$ cat config.mk
export PLATFORM = sky130hd
export DESIGN_NAME = cmbt_core
export DESIGN_NICKNAME = d
export VERILOG_FILES = /design/src/include/cmbt_pkg.sv /design/src/hdl/cmbt_decode.sv /design/src/hdl/cmbt_alu.sv /design/src/hdl/cmbt_core.sv
export SDC_FILE = /design/constraint.sdc
export NUM_CORES = 1
export LEC_CHECK = 0
export BUFFER_PORTS_ARGS = -buffer_cell sky130_fd_sc_hd__buf_2
export CAP_MARGIN = 10
export CORE_UTILIZATION = 35
export CTS_CLUSTER_SIZE = 12
export DETAILED_ROUTE_END_ITERATION = 8
export PLACE_DENSITY = 0.57
export SLEW_MARGIN = 10
export SYNTH_ARGS = -nofsm -noshare
export SYNTH_HDL_FRONTEND = slang
export SYNTH_SLANG_ARGS = --single-unit
$ cat constraint.sdc
create_clock -name clk_sys -period 4.37 [get_ports clk_sys]
set_input_delay 0 -clock clk_sys [delete_from_list [all_inputs] [get_ports clk_sys]]
set_output_delay 0 -clock clk_sys [all_outputs]
set_load 0.02 [all_outputs]
$ cat src/include/cmbt_pkg.sv
// Shared types and constants for the move and bit instruction sequencer
package cmbt_pkg;

   // Operations handled by this block
   typedef enum logic [5:0] {
      OP_XOR_DIR_IMM, OP_CLR_ACC, OP_COMP_ACC, OP_ROTL, OP_ROTL_CARRY, OP_ROTR,
      OP_ROTR_CARRY, OP_SWAP_ACC, OP_MOV_A_REG, OP_MOV_A_DIR, OP_MOV_A_IND,
      OP_MOV_A_IMM, OP_MOV_REG_A, OP_MOV_REG_DIR, OP_MOV_REG_IMM, OP_MOV_DIR_A,
      OP_MOV_DIR_REG, OP_MOV_DIR_DIR, OP_MOV_DIR_IND, OP_MOV_DIR_IMM,
      OP_MOV_IND_A, OP_MOV_IND_DIR, OP_MOV_IND_IMM, OP_MOV_DP_IMM16,
      OP_CODE_RD_DP, OP_CODE_RD_PC, OP_EXT_RD_IND, OP_EXT_WR_IND, OP_EXT_RD_DP,
      OP_EXT_WR_DP, OP_PUSH_DIR, OP_POP_DIR, OP_EXCH_REG, OP_EXCH_DIR,
      OP_EXCH_IND, OP_NIB_EXCH, OP_CLR_CARRY, OP_CLR_BIT, OP_SET_CARRY,
      OP_SET_BIT, OP_COMP_CARRY, OP_COMP_BIT
   } cmbt_op_t;

   // Sequencer states, Gray coded
   typedef enum logic [1:0] {
      ST_IDLE = 2'h0,
      ST_EXEC = 2'h1
   } cmbt_state_t;

   // Encoded lengths in bytes and execution times in cycles
   localparam logic [1:0] LEN_ONE = 2'h1;
   localparam logic [1:0] LEN_TWO = 2'h2;
   localparam logic [1:0] LEN_THREE = 2'h3;
   localparam logic [1:0] CYC_ONE = 2'h1;
   localparam logic [1:0] CYC_TWO = 2'h2;
   localparam logic [1:0] CYC_THREE = 2'h3;

   // Reset values and field positions
   localparam logic [1:0] CNT_RST = 2'h0;
   localparam logic [7:0] ACC_RST = 8'h00;
   localparam logic [15:0] DP_RST = 16'h0000;
   localparam int NIB_LO_MSB = 3;
   localparam int NIB_HI_LSB = 4;

   // Request: operation plus the operands fetched by the core around us
   typedef struct packed {
      cmbt_op_t op;
      logic [7:0] src;
      logic [7:0] imm;
      logic [7:0] idx;
      logic [15:0] pc;
      logic bit_in;
   } cmbt_req_t;

   // Length and time of one operation
   typedef struct packed {
      logic [1:0] len;
      logic [1:0] cyc;
   } cmbt_time_t;

   // Architectural result of one operation
   typedef struct packed {
      logic [7:0] acc;
      logic carry;
      logic [7:0] dst;
      logic dst_we;
      logic bit_out;
      logic bit_we;
      logic [15:0] addr;
      logic [15:0] dp;
   } cmbt_res_t;

endpackage

$ cat src/hdl/cmbt_decode.sv
// Length and cycle-time decoder for the move and bit operations
`timescale 1ns/10ps
module cmbt_decode (
   input cmbt_pkg::cmbt_op_t op,
   output cmbt_pkg::cmbt_time_t tim
);

   // Pack a length and a time
   function automatic cmbt_pkg::cmbt_time_t mk(input logic [1:0] l, input logic [1:0] c);
      cmbt_pkg::cmbt_time_t t;
      t.len = l;
      t.cyc = c;
      return t;
   endfunction

   ////////////////////////////////////////////////////////////////////////
   // Table lookup; unknown codes fall back to the shortest form
   always_comb
   begin
      case (op)
         cmbt_pkg::OP_XOR_DIR_IMM: tim = mk(cmbt_pkg::LEN_THREE, cmbt_pkg::CYC_THREE); // RULE1
         cmbt_pkg::OP_CLR_ACC, cmbt_pkg::OP_ROTL, cmbt_pkg::OP_ROTL_CARRY, cmbt_pkg::OP_ROTR,
         cmbt_pkg::OP_ROTR_CARRY, cmbt_pkg::OP_SWAP_ACC:
            tim = mk(cmbt_pkg::LEN_ONE, cmbt_pkg::CYC_ONE); // RULE2
         cmbt_pkg::OP_COMP_ACC: tim = mk(cmbt_pkg::LEN_ONE, cmbt_pkg::CYC_ONE); // RULE3
         cmbt_pkg::OP_MOV_A_REG, cmbt_pkg::OP_MOV_REG_A, cmbt_pkg::OP_EXCH_REG:
            tim = mk(cmbt_pkg::LEN_ONE, cmbt_pkg::CYC_ONE); // RULE4
         cmbt_pkg::OP_MOV_A_DIR, cmbt_pkg::OP_MOV_A_IMM, cmbt_pkg::OP_MOV_REG_DIR, cmbt_pkg::OP_MOV_REG_IMM,
         cmbt_pkg::OP_MOV_DIR_A, cmbt_pkg::OP_MOV_DIR_REG, cmbt_pkg::OP_MOV_DIR_IND, cmbt_pkg::OP_MOV_IND_DIR,
         cmbt_pkg::OP_MOV_IND_IMM, cmbt_pkg::OP_EXCH_DIR:
            tim = mk(cmbt_pkg::LEN_TWO, cmbt_pkg::CYC_TWO); // RULE5
         cmbt_pkg::OP_MOV_A_IND, cmbt_pkg::OP_MOV_IND_A, cmbt_pkg::OP_EXCH_IND, cmbt_pkg::OP_NIB_EXCH:
            tim = mk(cmbt_pkg::LEN_ONE, cmbt_pkg::CYC_TWO); // RULE6
         cmbt_pkg::OP_MOV_DIR_DIR, cmbt_pkg::OP_MOV_DIR_IMM, cmbt_pkg::OP_MOV_DP_IMM16:
            tim = mk(cmbt_pkg::LEN_THREE, cmbt_pkg::CYC_THREE); // RULE7
         cmbt_pkg::OP_CODE_RD_DP, cmbt_pkg::OP_CODE_RD_PC:
            tim = mk(cmbt_pkg::LEN_ONE, cmbt_pkg::CYC_THREE); // RULE8
         cmbt_pkg::OP_EXT_RD_IND, cmbt_pkg::OP_EXT_WR_IND, cmbt_pkg::OP_EXT_RD_DP, cmbt_pkg::OP_EXT_WR_DP:
            tim = mk(cmbt_pkg::LEN_ONE, cmbt_pkg::CYC_THREE); // RULE9
         cmbt_pkg::OP_PUSH_DIR, cmbt_pkg::OP_POP_DIR: tim = mk(cmbt_pkg::LEN_TWO, cmbt_pkg::CYC_TWO); // RULE11
         cmbt_pkg::OP_CLR_BIT, cmbt_pkg::OP_SET_BIT, cmbt_pkg::OP_COMP_BIT:
            tim = mk(cmbt_pkg::LEN_TWO, cmbt_pkg::CYC_TWO); // RULE12
         cmbt_pkg::OP_CLR_CARRY, cmbt_pkg::OP_SET_CARRY, cmbt_pkg::OP_COMP_CARRY:
            tim = mk(cmbt_pkg::LEN_ONE, cmbt_pkg::CYC_ONE); // RULE13
         default: tim = mk(cmbt_pkg::LEN_ONE, cmbt_pkg::CYC_ONE);
      endcase
   end

endmodule

$ cat src/hdl/cmbt_alu.sv
// Data path: computes the architectural result of one operation
`timescale 1ns/10ps
module cmbt_alu (
   input cmbt_pkg::cmbt_req_t req,
   input cmbt_pkg::cmbt_res_t cur,
   output cmbt_pkg::cmbt_res_t res
);

   localparam int LO = cmbt_pkg::NIB_LO_MSB;
   localparam int HI = cmbt_pkg::NIB_HI_LSB;

   ////////////////////////////////////////////////////////////////////////
   // Start from the current state; write strobes only rise for their ops
   always_comb
   begin
      res = cur;
      res.dst = req.src;
      res.dst_we = 1'b0;
      res.bit_out = req.bit_in;
      res.bit_we = 1'b0;
      res.addr = cur.addr;
      case (req.op)
         cmbt_pkg::OP_XOR_DIR_IMM: begin res.dst = req.src ^ req.imm; res.dst_we = 1'b1; end // RULE1
         cmbt_pkg::OP_CLR_ACC: res.acc = 8'h00; // RULE2
         cmbt_pkg::OP_COMP_ACC: res.acc = ~cur.acc; // RULE3
         cmbt_pkg::OP_ROTL: res.acc = {cur.acc[6:0], cur.acc[7]};
         cmbt_pkg::OP_ROTR: res.acc = {cur.acc[0], cur.acc[7:1]};
         cmbt_pkg::OP_ROTL_CARRY: begin res.acc = {cur.acc[6:0], cur.carry}; res.carry = cur.acc[7]; end
         cmbt_pkg::OP_ROTR_CARRY: begin res.acc = {cur.carry, cur.acc[7:1]}; res.carry = cur.acc[0]; end
         cmbt_pkg::OP_SWAP_ACC: res.acc = {cur.acc[LO:0], cur.acc[7:HI]};
         // Loads into the accumulator
         cmbt_pkg::OP_MOV_A_REG, cmbt_pkg::OP_MOV_A_DIR, cmbt_pkg::OP_MOV_A_IND, cmbt_pkg::OP_MOV_A_IMM:
            res.acc = req.src; // RULE4 RULE5 RULE6
         cmbt_pkg::OP_MOV_REG_A, cmbt_pkg::OP_MOV_DIR_A, cmbt_pkg::OP_MOV_IND_A:
            begin res.dst = cur.acc; res.dst_we = 1'b1; end // RULE4 RULE5 RULE6
         cmbt_pkg::OP_MOV_REG_DIR, cmbt_pkg::OP_MOV_REG_IMM, cmbt_pkg::OP_MOV_DIR_REG, cmbt_pkg::OP_MOV_DIR_DIR,
         cmbt_pkg::OP_MOV_DIR_IND, cmbt_pkg::OP_MOV_DIR_IMM, cmbt_pkg::OP_MOV_IND_DIR, cmbt_pkg::OP_MOV_IND_IMM,
         cmbt_pkg::OP_PUSH_DIR, cmbt_pkg::OP_POP_DIR:
            res.dst_we = 1'b1; // RULE5 RULE7 RULE11
         cmbt_pkg::OP_MOV_DP_IMM16: res.dp = {req.src, req.imm}; // RULE7
         // Code reads: address formed from the accumulator before the load
         cmbt_pkg::OP_CODE_RD_DP: begin res.addr = cur.dp + {8'h00, cur.acc}; res.acc = req.src; end // RULE8
         cmbt_pkg::OP_CODE_RD_PC: begin res.addr = req.pc + {8'h00, cur.acc}; res.acc = req.src; end // RULE8
         cmbt_pkg::OP_EXT_RD_IND: begin res.addr = {8'h00, req.idx}; res.acc = req.src; end // RULE9
         cmbt_pkg::OP_EXT_RD_DP: begin res.addr = cur.dp; res.acc = req.src; end // RULE9
         cmbt_pkg::OP_EXT_WR_IND:
            begin res.addr = {8'h00, req.idx}; res.dst = cur.acc; res.dst_we = 1'b1; end // RULE9
         cmbt_pkg::OP_EXT_WR_DP: begin res.addr = cur.dp; res.dst = cur.acc; res.dst_we = 1'b1; end // RULE9
         cmbt_pkg::OP_EXCH_REG, cmbt_pkg::OP_EXCH_DIR, cmbt_pkg::OP_EXCH_IND:
            begin res.acc = req.src; res.dst = cur.acc; res.dst_we = 1'b1; end // RULE4 RULE5 RULE6
         // Only the low nibbles trade places
         cmbt_pkg::OP_NIB_EXCH:
         begin
            res.acc = {cur.acc[7:HI], req.src[LO:0]}; // RULE10
            res.dst = {req.src[7:HI], cur.acc[LO:0]}; // RULE10
            res.dst_we = 1'b1;
         end
         cmbt_pkg::OP_CLR_CARRY: res.carry = 1'b0; // RULE13
         cmbt_pkg::OP_SET_CARRY: res.carry = 1'b1; // RULE13
         cmbt_pkg::OP_COMP_CARRY: res.carry = ~cur.carry; // RULE13
         cmbt_pkg::OP_CLR_BIT: begin res.bit_out = 1'b0; res.bit_we = 1'b1; end // RULE12
         cmbt_pkg::OP_SET_BIT: begin res.bit_out = 1'b1; res.bit_we = 1'b1; end // RULE12
         cmbt_pkg::OP_COMP_BIT: begin res.bit_out = ~req.bit_in; res.bit_we = 1'b1; end // RULE12
         default: res = cur;
      endcase
   end

endmodule

$ cat src/hdl/cmbt_core.sv
// Sequencer: accepts an operation, holds it for its cycle time, commits it
//
// Contract
// RULE1: XOR immediate into direct byte: three bytes, three cycles.
// RULE2: Clear, rotates and nibble swap of accumulator: one byte, one cycle.
// RULE3: Accumulator complement inverts all eight bits; one byte, one cycle.
// RULE4: Accumulator to or from working register, exchange too: one byte, one cycle.
// RULE5: Two-byte moves and direct exchange take two cycles.
// RULE6: One-byte indirect RAM moves and exchanges take two cycles.
// RULE7: Direct to direct, immediate to direct, pointer load: three bytes, three cycles.
// RULE8: Code reads: one byte, three cycles, address accumulator plus pointer or PC.
// RULE9: External data moves: one byte, three cycles, 8-bit or 16-bit address.
// RULE10: Low nibble exchange swaps only the low nibbles.
// RULE11: Stack push and pop of a direct byte: two bytes, two cycles.
// RULE12: Clear, set, complement direct bit: two bytes, two cycles.
// RULE13: Clear, set, complement carry: one byte, one cycle, carry only.
`timescale 1ns/10ps
module cmbt_core (
   input wire logic clk_sys,
   input wire logic sys_rst,
   input wire logic issue_valid,
   input cmbt_pkg::cmbt_req_t issue_req,
   output logic ready_reg,
   output logic done_reg,
   output logic [1:0] len_reg,
   output logic [1:0] cyc_reg,
   output cmbt_pkg::cmbt_res_t res_reg
);

   ////////////////////////////////////////////////////////////////////////
   // Declarations

   cmbt_pkg::cmbt_state_t state_reg;
   cmbt_pkg::cmbt_state_t state_next;
   cmbt_pkg::cmbt_req_t req_reg;
   cmbt_pkg::cmbt_time_t tim;
   cmbt_pkg::cmbt_res_t alu_res;
   logic [1:0] cnt_reg;
   logic accept;
   logic last;

   ////////////////////////////////////////////////////////////////////////
   // Submodules

   // Timing comes from the incoming op so the count loads at accept
   cmbt_decode u_decode (
      .op (issue_req.op),
      .tim (tim)
   );

   // Result is computed from the held request and the committed state
   cmbt_alu u_alu (
      .req (req_reg),
      .cur (res_reg),
      .res (alu_res)
   );

   ////////////////////////////////////////////////////////////////////////
   // Handshake terms

   // A request is taken only while idle; a busy block ignores issue_valid
   assign accept = issue_valid && ready_reg;
   // Final execution cycle
   assign last = (state_reg == cmbt_pkg::ST_EXEC) && (cnt_reg == cmbt_pkg::CNT_RST);

   ////////////////////////////////////////////////////////////////////////
   // State machine

   // Next state
   always_comb
   begin
      state_next = state_reg;
      case (state_reg)
         cmbt_pkg::ST_IDLE:
         begin
            if (accept)
            begin
               state_next = cmbt_pkg::ST_EXEC;
            end
         end
         cmbt_pkg::ST_EXEC:
         begin
            if (last)
            begin
               state_next = cmbt_pkg::ST_IDLE;
            end
         end
         default: state_next = cmbt_pkg::ST_IDLE;
      endcase
   end

   // State register
   always_ff @(posedge clk_sys)
   begin
      if (sys_rst)
      begin
         state_reg <= cmbt_pkg::ST_IDLE;
      end
      else
      begin
         state_reg <= state_next;
      end
   end

   // Ready mirrors idle outside reset, which holds it low, and comes from its own flop to keep the port clean
   always_ff @(posedge clk_sys)
   begin
      if (sys_rst)
      begin
         ready_reg <= 1'b0;
      end
      else
      begin
         ready_reg <= (state_next == cmbt_pkg::ST_IDLE);
      end
   end

   ////////////////////////////////////////////////////////////////////////
   // Cycle counter

   // Loaded with time minus one, so an op stays busy exactly its cycles
   always_ff @(posedge clk_sys)
   begin
      if (sys_rst)
      begin
         cnt_reg <= cmbt_pkg::CNT_RST;
      end
      else if (accept)
      begin
         cnt_reg <= tim.cyc - 2'h1; // RULE1 RULE5 RULE6 RULE7 RULE8 RULE9 RULE11 RULE12
      end
      else if (state_reg == cmbt_pkg::ST_EXEC && !last)
      begin
         cnt_reg <= cnt_reg - 2'h1;
      end
   end

   ////////////////////////////////////////////////////////////////////////
   // Request capture

   // Operands are latched once; the source must not be relied on after accept
   always_ff @(posedge clk_sys)
   begin
      if (sys_rst)
      begin
         req_reg <= '0;
      end
      else if (accept)
      begin
         req_reg <= issue_req;
      end
   end

   // Length and time of the running op, shown with its completion
   always_ff @(posedge clk_sys)
   begin
      if (sys_rst)
      begin
         len_reg <= cmbt_pkg::LEN_ONE;
         cyc_reg <= cmbt_pkg::CYC_ONE;
      end
      else if (accept)
      begin
         len_reg <= tim.len; // RULE1 RULE2 RULE3 RULE4 RULE6 RULE8 RULE9 RULE13
         cyc_reg <= tim.cyc;
      end
   end

   ////////////////////////////////////////////////////////////////////////
   // Commit

   // Done pulses for one cycle as the result lands
   always_ff @(posedge clk_sys)
   begin
      if (sys_rst)
      begin
         done_reg <= 1'b0;
      end
      else
      begin
         done_reg <= last;
      end
   end

   // Architectural state; strobes drop after one cycle to avoid double writes
   always_ff @(posedge clk_sys)
   begin
      if (sys_rst)
      begin
         res_reg <= '0;
         res_reg.acc <= cmbt_pkg::ACC_RST;
         res_reg.dp <= cmbt_pkg::DP_RST;
      end
      else if (last)
      begin
         res_reg <= alu_res; // RULE2 RULE3 RULE10 RULE13
      end
      else
      begin
         res_reg.dst_we <= 1'b0;
         res_reg.bit_we <= 1'b0;
      end
   end
endmodule

==> impl_metrics.toml <==
[run_status]
status = "finished clean"

[die]
start_util_pct = 36.25
io_pins = 108
core-area_mm2 = 0.01754
die-area_mm2 = 0.01871
row_count = 48
dieHeight_um = 136.8
die-width_um = 136.8

[cells_and_area]
n_fill_cell = 1821
syn_to_final_growth_pct = 22.06
design_area_mm2 = 0.007760
n_antenna_cell = 0
utilization_pct = 44.25
final_nets = 1015
largest_reg_flops = 52
drive_above_1_share_pct = 16.93

[setup_path]
cp_num_buf_inv = 0
crit_fanout = 6
r2r_start = "req_reg[41]"
cp.depth = 11
worstSetupEndpointType = "flop"
reg2reg_depth = 11
slowest_stage = "fa_1"
required_ns = 4.64
startpoint_type = "flop"
critPathLaunch = "req_reg[41]"
critPathCapture = "res_reg[26]"
worst_path_largest_cell_delay_ns = 0.43
cp_data_arrival_time_ns = 3.56
worstSetupPathType = "reg -> reg"
r2r-end = "res_reg[26]"
rrSetupSlack_ns = 1.08
worstPathCellList = "nor2b_1, nand2_2, mux2_2, ha_1, fa_1, a211oi_1, o21ai_0, o31ai_2, nor2_1, nand3b_1, a311oi_1"
path_delay_family = "compound AO/OA/AOI/OAI gates"

[power]
p_per_area_mw_per_mm2 = 282.5
ir_worst_vdd_uv = 184.3
power.total_uw = 2192
power_leakage_uw = 0.002985

[timing]
finalMaxSlewViolations = 0
slew_headroom_pct = 34.95
rsz0062_at_grt = "false"
finalSetupViolCount = 0
skew_ns = 0.008863
fmax_ghz = 0.3040
fin_crit_sh_pct = 75.26
tns_ns = 0
hold_viol = 0
period_needed_ns = 3.289
worstMarginPinSlew_ns = 0.9757
setup_ws_ns = 1.081

[cts]
cts_tree = "yes"
clk-insertion-delay-late_ns = 0.36
path_clk_slew_ns = 0.08
clkSinkCount = 109
cts_setup_buffers = 0
clockBufferDepth = 2
cts-root-buf = "clkbuf_16"
cts_buffers = 9
h-tree-depth = 3

[yosys]
ys_seq_area_share_pct = 34.32
yosys-top-cells-count = "nand2_1 (165), dfxtp_1 (109), a21oi_1 (106), nor2_1 (73)"
avgSynthCellArea_um2 = 7.604
yosysMostFrequentCell = "nand2_1"
ys_warn_count = 0
synth_area_leaders = "dfxtp_1 (34%), nand2_1 (9.7%), a21oi_1 (8.3%), nor2_1 (4.3%), o21ai_0 (2.7%)"
synth_nets = 899
synth_edf_count = 0
synthCells = 836
ys_seq_elements = 109
synthFlopType = "dfxtp_1"
synthArstFlopShare_pct = 0
synth_top_area_share_pct = 34.32
netlist_area_mm2 = 0.006357
synth_largest_area_cell = "dfxtp_1"
synthDistinctLibCells = 77

[grt]
grt_first_pass_wirelength_mm = 32.80
antenna_found_initial = 0
grt_pass1_vias = 5940
gr-usage-all-layers_pct = 23.00
grt_max_degree = 82
grt_remaining_overflow = 0

[placement]
hpwl_mm = 14.86
gp_congestion = 0.8547
post-place-ws_ns = 1.161
placed_cell_area_mm2 = 0.006979
io_buffers = 107

[route]
final_antenna_net_count = 0
firstDrtPassIters = 5
drtIter0Drc = 483
post_drt_wl_per_cell_um = 17.73
num_vias = 6487
wl_mm = 20.95
via_per_inst = 5.488
drc = 0

[min_path]
holdCritPathClass = "in -> reg"

[flow_run]
max_cap_viol_count = 0
[worst register-to-register path, delay by kind of cell, from the launching register on]
kind	cells	cell delay [ns]
muxes	1	0.30
and+or+nand+nor	4	0.80
AOI/OAI and AO/OA	4	1.12
DFF	1	0.32
adders and majority gates	2	0.66
[per-stage QoR]
stage | hold slack, ns | instances
2_1_floorplan | 0.1110 | 836
3_3_place_gp | 0.2444 | 1118
3_5_place_dp | 0.2477 | 1118
4_1_cts | 0.2229 | 1182
5_1_grt | 0.2806 | 1182
6_report | 0.2102 | 1182
[worst min-delay path by stage]
| stage | start | endpoint | slack, ns | depth (start not counted) |
|---|---|---|---|---|
| after floorplan | sys_rst | done_reg | 0.11 | 1 |
| after CTS | issue_valid | req_reg[19] | 0.22 | 4 |
| after global placement | issue_req[8] | req_reg[8] | 0.24 | 3 |
| final | issue_valid | req_reg[6] | 0.21 | 4 |
| after detailed placement | issue_req[4] | req_reg[4] | 0.25 | 3 |
| after global routing | issue_valid | req_reg[16] | 0.28 | 4 |
[final cells by class]
class	count	area [um^2]	area share, %
clock buffer	11	242.7	3.128
sequential	109	2182	28.12
timing repair buffer	166	1101	14.19
inverter	9	33.78	0.4353
multi-input combinational	657	3861	49.76
clock inverter	5	57.56	0.7417
tap	225	281.5	3.628
[cell families after synthesis]
| logic type | after synthesis | share of synthesized area [%] |
|---|---|---|
| compound gates | 264 | 26.75 |
| buf+inv | 70 | 4.999 |
| simple gates | 344 | 25.51 |
| xor+xnor | 8 | 1.102 |
| flops | 109 | 34.32 |
| other cells | 1 | 0.05899 |
| mux | 27 | 4.586 |
| fa+ha+maj | 13 | 2.677 |
[repair_timing]
item	in CTS	in global routing
endpoints found under the hold margin	51	0
gates resized for setup	0	0
endpoints found under the setup margin	0	0
hold buffers	48	0
[cells in the final DEF, fill, tap and decap left out, drive strengths merged, types with 13 or more instances in the layout]
master and n:
nor2 74, nand2 166, mux2i 13, buf 118, dfxtp 109, nand3 14, mux2 14, o21ai 41
dlygate4sd3 48, nor2b 17, nand2b 16, a211oi 15, a21oi 106
[power by group]
| group | switching, uW | total [uW] | internal, uW |
|---|---|---|---|
| Combinational | 167 | 287 | 120 |
| Sequential | 29.2 | 1050 | 1020 |
| Clock | 392 | 856 | 464 |
| Total | 588 | 2190 | 1600 |
[per-layer routing]
layer	up-vias	routed length [um]	GRT usage [%]
met5	-	0	0
met4	0	296	6.777
met3	23	1012	3.407
met2	214	9536	35.62
met1	3020	10110	32.82
li1	3230	-	-
Power figures use the tool's default switching activity.
